<file path="src/hw/txsb_pkg.sv">
`default_nettype none
// ============================================================
// Transmit slip buffer constants
package txsb_pkg;
  // Register byte offsets
  localparam logic [7:0] TXSB_ADDR_STATUS = 8'h00;
  localparam logic [7:0] TXSB_ADDR_CTRL   = 8'h01;
  localparam logic [7:0] TXSB_ADDR_FILL   = 8'h02;
  // Status field positions
  localparam int TXSB_BIT_OVF  = 7;
  localparam int TXSB_BIT_UDF  = 6;
  localparam int TXSB_BIT_SLIP = 5;
  // Control field position and reset values
  localparam int   TXSB_BIT_EN       = 0;
  localparam logic TXSB_EN_RST       = 1'b1;
  localparam logic [2:0] TXSB_FLAGS_RST = 3'h0;
  // Frame geometry defaults
  localparam int TXSB_FRAME_BYTES = 32;
  localparam int TXSB_FRAME_SLOTS = 2;
endpackage
`default_nettype wire

</file>
<file path="src/hw/txsb_top.sv">
// Decided for this implementation: the register addresses and the address-and-strobe port.
`timescale 1ns/1ns
`default_nettype none
module txsb_top
  import txsb_pkg::*;
#(
  parameter int FRAME_BYTES = txsb_pkg::TXSB_FRAME_BYTES,
  parameter int FRAME_SLOTS = txsb_pkg::TXSB_FRAME_SLOTS
) (
  input  wire logic       sys_clk,
  input  wire logic       rst_n,
  input  wire logic [7:0] reg_addr,
  input  wire logic [7:0] reg_wdata,
  input  wire logic       reg_wr,
  input  wire logic       reg_rd,
  output var  logic [7:0] reg_rdata,
  input  wire logic       bp_valid,
  input  wire logic [7:0] bp_data,
  output var  logic       bp_ready,
  output var  logic       tx_valid,
  output var  logic [7:0] tx_data,
  input  wire logic       tx_ready
);
  import txsb_pkg::*;

  localparam int BW = (FRAME_BYTES > 1) ? $clog2(FRAME_BYTES) : 1;
  localparam int SW = (FRAME_SLOTS > 1) ? $clog2(FRAME_SLOTS) : 1;
  localparam int CW = $clog2(FRAME_SLOTS + 1);
  localparam int MW = $clog2(FRAME_BYTES * FRAME_SLOTS);
  localparam logic [BW-1:0] LAST_BYTE = BW'(FRAME_BYTES - 1);
  localparam logic [SW-1:0] LAST_SLOT = SW'(FRAME_SLOTS - 1);
  localparam logic [CW-1:0] FULL_CNT  = CW'(FRAME_SLOTS);

  typedef struct packed {
    logic          en;
    logic          drop;
    logic          replay;
    logic [BW-1:0] wb;
    logic [SW-1:0] ws;
    logic [BW-1:0] rb;
    logic [SW-1:0] rs;
    logic [SW-1:0] rcur;
    logic [CW-1:0] cnt;
    logic [2:0]    flags;
    logic [7:0]    rdata;
    logic          ready;
  } txsb_state_t;

  txsb_state_t q;
  txsb_state_t d;

  logic [7:0]    mem [FRAME_BYTES*FRAME_SLOTS];
  logic          we;
  logic [MW-1:0] waddr;
  logic [MW-1:0] raddr;
  logic          ev_ovf;
  logic          ev_udf;
  logic          fetch;
  logic          sk_in_ready;
  logic          replay_now;
  logic [SW-1:0] slot_now;
  logic          inc;
  logic          dec;
  logic [2:0]    clr;

  function automatic logic [SW-1:0] slot_next(input logic [SW-1:0] s);
    slot_next = (s == LAST_SLOT) ? '0 : SW'(s + 1'b1);
  endfunction

  function automatic logic [SW-1:0] slot_prev(input logic [SW-1:0] s);
    slot_prev = (s == '0) ? LAST_SLOT : SW'(s - 1'b1);
  endfunction

  // ============================================================
  // Next-state logic
  always_comb
  begin
    d      = q;
    ev_ovf = 1'b0;
    ev_udf = 1'b0;
    we     = 1'b0;
    inc    = 1'b0;
    dec    = 1'b0;
    clr    = 3'h0;
    d.ready = 1'b1;
    waddr  = MW'(q.ws * FRAME_BYTES + q.wb);
    fetch  = q.en && sk_in_ready;
    replay_now = (q.rb == '0) ? (q.cnt == '0) : q.replay;
    slot_now   = (q.rb == '0) ? ((q.cnt == '0) ? slot_prev(q.rs) : q.rs) : q.rcur;
    raddr  = MW'(slot_now * FRAME_BYTES + q.rb);

    // Write side
    if (bp_valid && q.en)
    begin
      if (q.wb == '0)
      begin
        d.drop = (q.cnt == FULL_CNT);
        ev_ovf = (q.cnt == FULL_CNT);
      end
      we = (q.wb == '0) ? (q.cnt != FULL_CNT) : !q.drop;
      if (q.wb == LAST_BYTE)
      begin
        d.wb = '0;
        if (we)
        begin
          d.ws = slot_next(q.ws);
          inc  = 1'b1;
        end
      end
      else
        d.wb = BW'(q.wb + 1'b1);
    end

    // Read side
    if (fetch)
    begin
      if (q.rb == '0)
      begin
        ev_udf   = (q.cnt == '0);
        d.replay = (q.cnt == '0);
        d.rcur   = slot_now;
      end
      if (q.rb == LAST_BYTE)
      begin
        d.rb = '0;
        if (!replay_now)
        begin
          d.rs = slot_next(q.rs);
          dec  = 1'b1;
        end
      end
      else
        d.rb = BW'(q.rb + 1'b1);
    end

    d.cnt = CW'(q.cnt + CW'(inc) - CW'(dec));

    // Register access
    d.rdata = 8'h00;
    if (reg_rd)
    begin
      case (reg_addr)
        TXSB_ADDR_STATUS: d.rdata = {q.flags, 5'h00};
        TXSB_ADDR_CTRL:   d.rdata = {7'h00, q.en};
        TXSB_ADDR_FILL:   d.rdata = 8'(q.cnt);
        default:          d.rdata = 8'h00;
      endcase
    end
    if (reg_rd && reg_addr == TXSB_ADDR_STATUS)
      clr = 3'h7;
    if (reg_wr && reg_addr == TXSB_ADDR_STATUS)
      clr = reg_wdata[TXSB_BIT_OVF:TXSB_BIT_SLIP];
    if (reg_wr && reg_addr == TXSB_ADDR_CTRL)
      d.en = reg_wdata[TXSB_BIT_EN];

    // Slip flag on drop or replay
    d.flags = (q.flags & ~clr) | {ev_ovf, ev_udf, ev_ovf | ev_udf};

    // Disabled buffer is flushed
    if (!q.en)
    begin
      d.drop   = 1'b0;
      d.replay = 1'b0;
      d.wb     = '0;
      d.ws     = '0;
      d.rb     = '0;
      d.rs     = '0;
      d.rcur   = '0;
      d.cnt    = '0;
    end
  end

  // ============================================================
  // State registers
  always_ff @(posedge sys_clk or negedge rst_n)
  begin
    if (!rst_n)
    begin
      q       <= '0;
      q.en    <= TXSB_EN_RST;
      q.flags <= TXSB_FLAGS_RST;
    end
    else
      q <= d;
  end

  always_ff @(posedge sys_clk)
  begin
    if (we)
      mem[waddr] <= bp_data;
  end

  txsb_skid #(
    .W(8)
  ) u_skid (
    .sys_clk  (sys_clk),
    .rst_n    (rst_n),
    .in_valid (fetch),
    .in_data  (mem[raddr]),
    .in_ready (sk_in_ready),
    .out_valid(tx_valid),
    .out_data (tx_data),
    .out_ready(tx_ready)
  );

  assign reg_rdata = q.rdata;
  assign bp_ready  = q.ready;

  // ============================================================
  // Checks
  a_ovf_flag_set: assert property (@(posedge sys_clk) disable iff (!rst_n)
    ev_ovf |=> q.flags[2] && q.drop)
    else $error("overflow flag or drop missing");
  a_drop_no_write: assert property (@(posedge sys_clk) disable iff (!rst_n)
    (q.drop && q.wb != '0 && bp_valid) |-> !we)
    else $error("byte of dropped frame written");
  a_udf_flag_set: assert property (@(posedge sys_clk) disable iff (!rst_n)
    ev_udf |=> q.flags[1] && q.replay && q.cnt == $past(q.cnt) + CW'($past(inc)))
    else $error("underflow flag or replay missing");
  a_slip_flag_set: assert property (@(posedge sys_clk) disable iff (!rst_n)
    (ev_ovf || ev_udf) |=> q.flags[0])
    else $error("slip flag missing");
  a_slip_pairs: assert property (@(posedge sys_clk) disable iff (!rst_n)
    $rose(q.flags[0]) |-> (q.flags[2] || q.flags[1]))
    else $error("slip flag without cause");
  a_read_clear: assert property (@(posedge sys_clk) disable iff (!rst_n)
    (reg_rd && reg_addr == TXSB_ADDR_STATUS && !ev_ovf && !ev_udf) |=>
      q.flags == 3'h0 && reg_rdata[7:5] == $past(q.flags))
    else $error("status read did not clear flags");
  a_flags_hold: assert property (@(posedge sys_clk) disable iff (!rst_n)
    (!reg_rd && !reg_wr) |=> (q.flags & $past(q.flags)) == $past(q.flags))
    else $error("sticky flag lost");
endmodule
`default_nettype wire

</file>
<file path="src/hw/txsb_skid.sv">
`timescale 1ns/1ns
`default_nettype none
// ============================================================
// Two-entry buffer with valid/ready on both sides
module txsb_skid #(
  parameter int W = 8
) (
  input  wire logic         sys_clk,
  input  wire logic         rst_n,
  input  wire logic         in_valid,
  input  wire logic [W-1:0] in_data,
  output var  logic         in_ready,
  output var  logic         out_valid,
  output var  logic [W-1:0] out_data,
  input  wire logic         out_ready
);
  typedef struct packed {
    logic         v0;
    logic         v1;
    logic [W-1:0] d0;
    logic [W-1:0] d1;
  } txsb_skid_t;

  txsb_skid_t q;
  txsb_skid_t d;

  always_comb
  begin
    d = q;
    if (q.v0 && out_ready)
    begin
      d.v0 = q.v1;
      d.d0 = q.d1;
      d.v1 = 1'b0;
    end
    if (in_valid && !q.v1)
    begin
      if (!d.v0)
      begin
        d.v0 = 1'b1;
        d.d0 = in_data;
      end
      else
      begin
        d.v1 = 1'b1;
        d.d1 = in_data;
      end
    end
  end

  always_ff @(posedge sys_clk or negedge rst_n)
  begin
    if (!rst_n)
      q <= '0;
    else
      q <= d;
  end

  assign in_ready  = !q.v1;
  assign out_valid = q.v0;
  assign out_data  = q.d0;
endmodule
`default_nettype wire

</file>
<file path="config.mk">
export PLATFORM = sky130hd
export DESIGN_NAME = txsb_top
export DESIGN_NICKNAME = d
export VERILOG_FILES = /design/src/hw/txsb_pkg.sv /design/src/hw/txsb_top.sv /design/src/hw/txsb_skid.sv
export SDC_FILE = /design/constraint.sdc
export NUM_CORES = 1
export LEC_CHECK = 0
export ABC_AREA = 1
export BUFFER_PORTS_ARGS = -buffer_cell sky130_fd_sc_hd__buf_4
export CORE_ASPECT_RATIO = 1.75
export CORE_MARGIN = 2
export CORE_UTILIZATION = 32
export DETAILED_ROUTE_END_ITERATION = 8
export GPL_TIMING_DRIVEN = 0
export HOLD_SLACK_MARGIN = 0.12
export PLACE_DENSITY = 0.58
export SLEW_MARGIN = 10
export SYNTH_ARGS = -nofsm -noshare
export SYNTH_HDL_FRONTEND = slang
export SYNTH_SLANG_ARGS = --single-unit
</file>
<file path="constraint.sdc">
create_clock -name sys_clk -period 2.86 [get_ports sys_clk]
set_input_delay 0.429 -clock sys_clk [delete_from_list [all_inputs] [get_ports sys_clk]]
set_output_delay 0.429 -clock sys_clk [all_outputs]
set_load 0.005 [all_outputs]
</file>
==> impl_metrics.py, run 1 <==
metrics = {
    "status": {
        "status": "completed",
    },
    "global_route": {
        "overflow": 0,
        "track_usage": 0.214,
        "grt_pass1_wl_mm": 115,
        "grt_max_degree": 65,
        "grt_pass1_vias": 16400,
        "antenna_found_initial": 0,
    },
    "floorplan": {
        "die_w_um": 209,
        "rows": 131,
        "io_pins": 48,
        "die_y_um": 363,
        "start_util": 0.324,
        "core_area_um2": 72900,
        "fp.dieArea_um2": 76100,
    },
    "synth": {
        "synth_cell_types": 28,
        "ys_seq_area_frac": 0.699,
        "synth.avg_cell_area_um2": 10.6,
        "syn-instance-count": 2236,
        "syn_area_um2": 23600,
        "ys_seq_elements": 557,
        "yosys-top-cells-area": "edfxtp_1, nand2_1, nand3_1, dfrtp_1, nor2_1",
        "yosysWarnings": 0,
        "synth_top_area_share": 0.651,
        "synth_top_area_cell": "edfxtp_1",
    },
    "timing": {
        "slew_violations": 0,
        "setup_ws_ps": 52.0,
        "hold_viol_final": 0,
        "max_freq_mhz": 356,
        "fin_skew_ps": 17.4,
        "fin_crit_ps": 2810,
        "finalCritPeriodShare": 0.982,
        "tightest_slew_ps": 993,
        "rsz0062_at_grt": "yes",
        "relSlewSlack": 0.338,
        "setup_violations": 0,
    },
    "route": {
        "ant_nets": 0,
        "via_per_inst": 5.03,
        "drc_errors": 0,
        "first_pass_iters": 6,
        "drt_iter0_markers": 1612,
        "drt_wl_total_mm": 81.1,
        "vias": 16700,
        "wl_per_cell_um": 24.4,
    },
    "placed_design": {
        "dp_hpwl_mm": 57.9,
        "io_buffers": 39,
        "dpl_worst_slack_ps": -952,
        "place_inst": 3208,
        "place.gp.congestion": 1.00,
    },
    "worst_setup_path": {
        "critical_path.max_stage_delay_ps": 540,
        "cp_slowest_cell": "a21oi_1",
        "critPathArrivalTime_ps": 3350,
        "path_delay_family": "simple AND/OR/NAND/NOR gates",
        "cp_cell_sequence": "buf_2 -> inv_2 -> nand2_1 -> clkbuf_2 -> a21oi_1 -> nor2_1 -> nand2_1 -> nand3_1 -> nand3_1 -> nand2_1 -> inv_1",
        "critPathMaxFanout": 10,
        "cp-start-kind": "flop",
        "cp.required_ps": 3410,
        "critical_path_buf_inv_count": 4,
        "critPathKind": "flop to flop",
        "crit_top_cell": "nand2_1",
        "end_kind": "flop",
    },
    "job": {
        "maxCapViolations": 0,
    },
    "cells_and_area": {
        "post-route-util": 0.376,
        "antenna_cells": 0,
        "drive_above_1_share": 0.129,
        "fin_nets": 2391,
        "area_growth_pct": 16.2,
        "layout.cells.non_filler": 3324,
    },
    "pwr": {
        "vdd_drop_max_uv": 452,
        "power_density_nw_per_um2": 1010,
        "p_leak_nw": 10.5,
        "finalPower_mw": 27.7,
    },
    "cts": {
        "clk_pin_slew_ps": 70,
        "numCtsBuffers": 49,
        "clockBufferDepth": 3,
        "clock_sinks": 557,
        "clock_latency_ps": 600,
        "cts_tree": "yes",
        "root_buffer": "clkbuf_16",
        "htree_levels": 2,
    },
    "min_path": {
        "hp-class": "input port to flop",
    },
}
[repair_timing]
item,CTS,global route
setup endpoints to repair,532,522
pin swaps,6,2
hold buffers,10,0
gates resized for setup,81,62
endpoints found under the hold margin,51,0
buffers inserted,15,2
[synth_stat cells, drive strengths merged]
| library cell | count |
|---|---|
| nand2 | 679 |
| edfxtp | 512 |
| nand3 | 297 |
| nor2 | 270 |
| inv | 153 |
| buf | 88 |
| o21ai | 71 |
| dfrtp | 44 |
| a21oi | 43 |
| clkbuf | 36 |
| nor3 | 10 |
| nand4 | 9 |
| ha | 8 |
| clkinv | 3 |
| conb | 2 |
| nor4 | 2 |
| or2 | 2 |
| xor2 | 2 |
| and3 | 1 |
| dfstp | 1 |
| mux2 | 1 |
| o22ai | 1 |
| xnor2 | 1 |
[cells by family after synthesis]
group	count (synthesis)	synth area share
AOI/OAI and AO/OA	115	0.0246
xor gates and xnor gates	3	0.00111
adders and majority gates	8	0.00424
buffers and inverters	280	0.0505
DFF	557	0.699
muxes	1	0.000477
other	2	0.000318
and+or+nand+nor	1270	0.220
[worst paths after layout]
| check | startpoint | endpoint | slack [ps] | cells after the start |
|---|---|---|---|---|
| worst min register to register | u_skid.q[1]$_DFFE_PN0P_ | u_skid.q[1]$_DFFE_PN0P_ | 490 | 2 |
| worst min-delay path | reg_wr | q[11]$_DFF_PN0_ | 220 | 5 |
| max in group asynchronous | rst_n | q[29]$_DFFE_PN1P_ | 2100 | 2 |
| worst max-delay path | q[18]$_DFFE_PN0P_ | u_skid.out_data[5]$_DFF_PN0_ | 50 | 11 |
| min in group asynchronous | rst_n | u_skid.out_data[2]$_DFF_PN0_ | 350 | 2 |
| worst max register to register | q[18]$_DFFE_PN0P_ | u_skid.out_data[5]$_DFF_PN0_ | 50 | 11 |
[worst min-delay path: stages]
cell and delay [ps]:
buf_4 90, inv_1 40, nand2_1 90, nand3_1 80
nand2_1 50
[routing by layer]
layer | vias up | part of all wire | global-route usage
met3 | 246 | 0.042 | 0.0277
met4 | 0 | 0.10 | 0.190
met5 | - | 0 | 0
met1 | 8165 | 0.34 | 0.210
met2 | 608 | 0.52 | 0.391
li1 | 7712 | - | -
[sequential cells by signal, summed over array words and instances (netlist names)]
| name | count |
|---|---|
| u_skid.out_valid | 1 |
| u_skid.out_data | 8 |
| q | 21 |
| bp_ready | 1 |
| reg_rdata | 5 |
| u_skid.q | 9 |
| mem | 512 |
[placed cells by master (no fill, tap or decap), drive strengths merged, types with 2 or more instances in the layout]
cell type | netlist | routed
nor2 | 270 | 270
dfrtp | 44 | 44
edfxtp | 512 | 512
nor3 | 10 | 10
nand3 | 297 | 297
nor4 | 2 | 2
nand4 | 9 | 9
nand2 | 679 | 679
inv | 153 | 154
clkbuf | 36 | 101
conb | 2 | 4
buf | 88 | 137
or2 | 2 | 2
a21oi | 43 | 43
clkinv | 3 | 20
dlygate4sd3 | 0 | 10
o21ai | 71 | 71
clkinvlp | 0 | 4
xor2 | 2 | 2
bufinv | 0 | 9
ha | 8 | 8
[power breakdown]
part	switching (mW)	total (mW)	internal, mW
Combinational	8.21	10.9	2.64
Sequential	0.249	9.62	9.37
Clock	3.08	7.21	4.13
[area by class of cell]
cell class                      instances  area [µm²]
Buffer                                122         641
Clock buffer                           60        1330
Clock inverter                         31         389
Fill cell                            7026       45500
Inverter                              156         589
Multi-Input combinational cell       1401        6280
Sequential cell                       557       16500
Tap cell                              931        1160
Timing Repair Buffer                   66         546
[metrics by stage]
stage | hold slack [ps] | setup TNS [ps] | cell area, µm²
2_1_floorplan | 133 | 0 | 23600
3_3_place_gp | 454 | -283240 | 25100
3_5_place_dp | 456 | -331920 | 25100
4_1_cts | 198 | 0 | 27200
5_1_grt | 248 | -464 | 27400
6_report | 216 | 0 | 27400
No activity file was read; power rests on OpenSTA's default activity.
==> run 2: changes to the inputs <==
- CORE_ASPECT_RATIO: 1.75 -> 0.5
- REMOVE_ABC_BUFFERS: not set -> 1
==> run 2 against run 1 <==
  * Register-to-register slack better by 50 ps
  * Sequential share of layout area increased by 0.15 points
  * Clock-buffer cell count rose by 20
  * Largest cell class unchanged
==> impl_metrics.py, run 2 (synthesized netlist as in run 1, its figures left out) <==
metrics = {
    "status": {
        "status": "completed",
    },
    "cells_and_area": {
        "fin_nets": 2300,
        "top_regs": "mem: 512 flops, q: 21 flops, u_skid.q: 9 flops",
        "drive_above_1_share": 0.104,
        "area_growth_pct": 16.0,
        "regMostFlops": "mem",
        "post-route-util": 0.375,
        "final_common_cell": "nand2_1",
        "mostFrequentLayoutCells": "nand2_1, edfxtp_1, nand3_1",
        "stdcell_area_um2": 27400,
        "fillCellCount": 7069,
        "largest_reg_flops": 512,
    },
    "timing": {
        "setup_violations": 0,
        "max_freq_mhz": 362,
        "relSlewSlack": 0.402,
        "fin_tns_setup_ps": 0,
        "finalCritPeriodShare": 0.965,
        "tightest_slew_ps": 895,
        "fin_crit_ps": 2760,
        "slew_violations": 0,
        "hold_viol_final": 0,
        "hold_slack_ps": 166,
        "fin_skew_ps": 18.5,
    },
    "placed_design": {
        "placedInstanceArea_um2": 24800,
        "place.gp.congestion": 0.859,
        "dp_hpwl_mm": 32.6,
        "io_buffers": 40,
    },
    "floorplan": {
        "fp.dieArea_um2": 76100,
        "start_util": 0.323,
        "rows": 70,
        "io_pins": 48,
        "die_w_um": 388,
        "core_area_um2": 73000,
        "die_y_um": 196,
    },
    "route": {
        "wl_per_cell_um": 18.6,
        "ant_nets": 0,
        "drc_errors": 0,
        "vias": 16000,
        "drt_iter0_markers": 1594,
        "first_pass_iters": 5,
        "via_per_inst": 4.88,
        "drt_wl_total_mm": 61.0,
    },
    "worst_setup_path": {
        "end_kind": "flop",
        "cp_cell_sequence": "clkinv_8 -> nand2_2 -> buf_12 -> nor2_4 -> o21ai_2 -> inv_2 -> nand3_1 -> nand3_1 -> nand2_1 -> inv_1",
        "cp_slowest_cell": "dfrtp_2",
        "critPathMaxFanout": 34,
        "critical_path.max_stage_delay_ps": 660,
        "critPathKind": "flop to flop",
        "reg2regPathDepth": 10,
        "crit_top_cell": "nand3_1",
        "reg2reg_slack_ps": 100,
        "critPathArrivalTime_ps": 3260,
        "cp.required_ps": 3360,
        "cp-start-kind": "flop",
    },
    "min_path": {
        "hold_depth": 4,
        "hp-class": "input port to flop",
    },
    "pwr": {
        "p_leak_nw": 10.4,
        "vdd_drop_max_uv": 592,
        "power_density_nw_per_um2": 945,
    },
    "cts": {
        "clockBufferDepth": 3,
        "cts_tree": "yes",
        "htree_levels": 2,
        "clk_pin_slew_ps": 60,
        "numCtsBuffers": 54,
        "root_buffer": "clkbuf_16",
        "clock_sinks": 557,
        "clock_latency_ps": 610,
    },
    "global_route": {
        "overflow": 0,
        "track_usage": 0.159,
        "antenna_found_initial": 0,
        "grt_pass1_wl_mm": 92.3,
        "grt_pass1_vias": 15400,
        "grt_max_degree": 73,
    },
    "job": {
        "maxCapViolations": 0,
    },
}
==> run 2: cell count changes in the layout (fill, tap and decap cells not counted), moves of 7 or more <==
cell	previous run	this run
buf_1	7	0
buf_12	2	10
buf_2	54	0
buf_4	72	62
bufinv_16	9	1
clkbuf_1	31	19
clkbuf_16	51	58
clkbuf_2	14	0
==> run 2: cell type report <==
type                    count  area [µm²]  share of cell area
clock buffers              80        1550              0.0567
repair inverters            2        17.5            0.000639
well taps                 972        1220              0.0444
repair buffers             90        1030              0.0378
inverters                 156         656              0.0239
multi-input cells        1401        6280               0.229
flip-flops and latches    557       16500               0.603
diodes                      1        2.50           0.0000913
clock inverters            21         119             0.00434
==> run 2: power breakdown <==
group          total [mW]  internal (mW)  switching (mW)
sequential           9.82           9.38           0.439
clock                6.84           3.83            3.01
combinational        9.24           2.79            6.45
total                25.9           16.0            9.90
==> run 2: through the flow <==
stage	setup WS, ps	power, mW	cells
after floorplan	-6930	14.6	2114
after global placement	-16210	16.2	3126
after detailed placement	-1020	18.3	3137
after CTS	-176	25.8	3273
after global routing	-29.4	27.3	3279
final	101	25.9	3280
==> run 2: what timing repair did <==
item | 4_1_cts | 5_1_grt
buffers inserted | 23 | 6
gates resized for setup | 73 | 41
hold buffers | 7 | 0
endpoints found under the setup margin | 535 | 520
gates cloned | 5 | 1
pin swaps | 4 | 4
hold endpoints to repair | 48 | 0
==> run 2: path summary, 6_finish.rpt <==
check                                               end               startpoint
setup / recovery           u_skid.out_data[7]$_DFF_PN0_        q[18]$_DFFE_PN0P_
hold / removal                        q[28]$_DFFE_PN0P_                 bp_valid
setup reg to reg           u_skid.out_data[7]$_DFF_PN0_        q[18]$_DFFE_PN0P_
hold reg to reg                 u_skid.q[6]$_DFFE_PN0P_  u_skid.q[6]$_DFFE_PN0P_
max in group asynchronous             q[16]$_DFFE_PN0P_                    rst_n
min in group asynchronous  u_skid.out_data[3]$_DFF_PN0_                    rst_n
==> run 2: metal layers <==
metal / share of wire / global-route usage
met1: 0.43 / 0.210
met2: 0.48 / 0.266
met3: 0.066 / 0.0230
met4: 0.031 / 0.0589
met5: 0 / 0
==> run 2: worst max-delay path, delay by kind of cell (launching register included) <==
| kind | cells | cell delay [ps] |
|---|---|---|
| buffers and inverters | 4 | 720 |
| and+or+nand+nor | 5 | 860 |
| DFF | 1 | 660 |
| AOI/OAI and AO/OA | 1 | 360 |
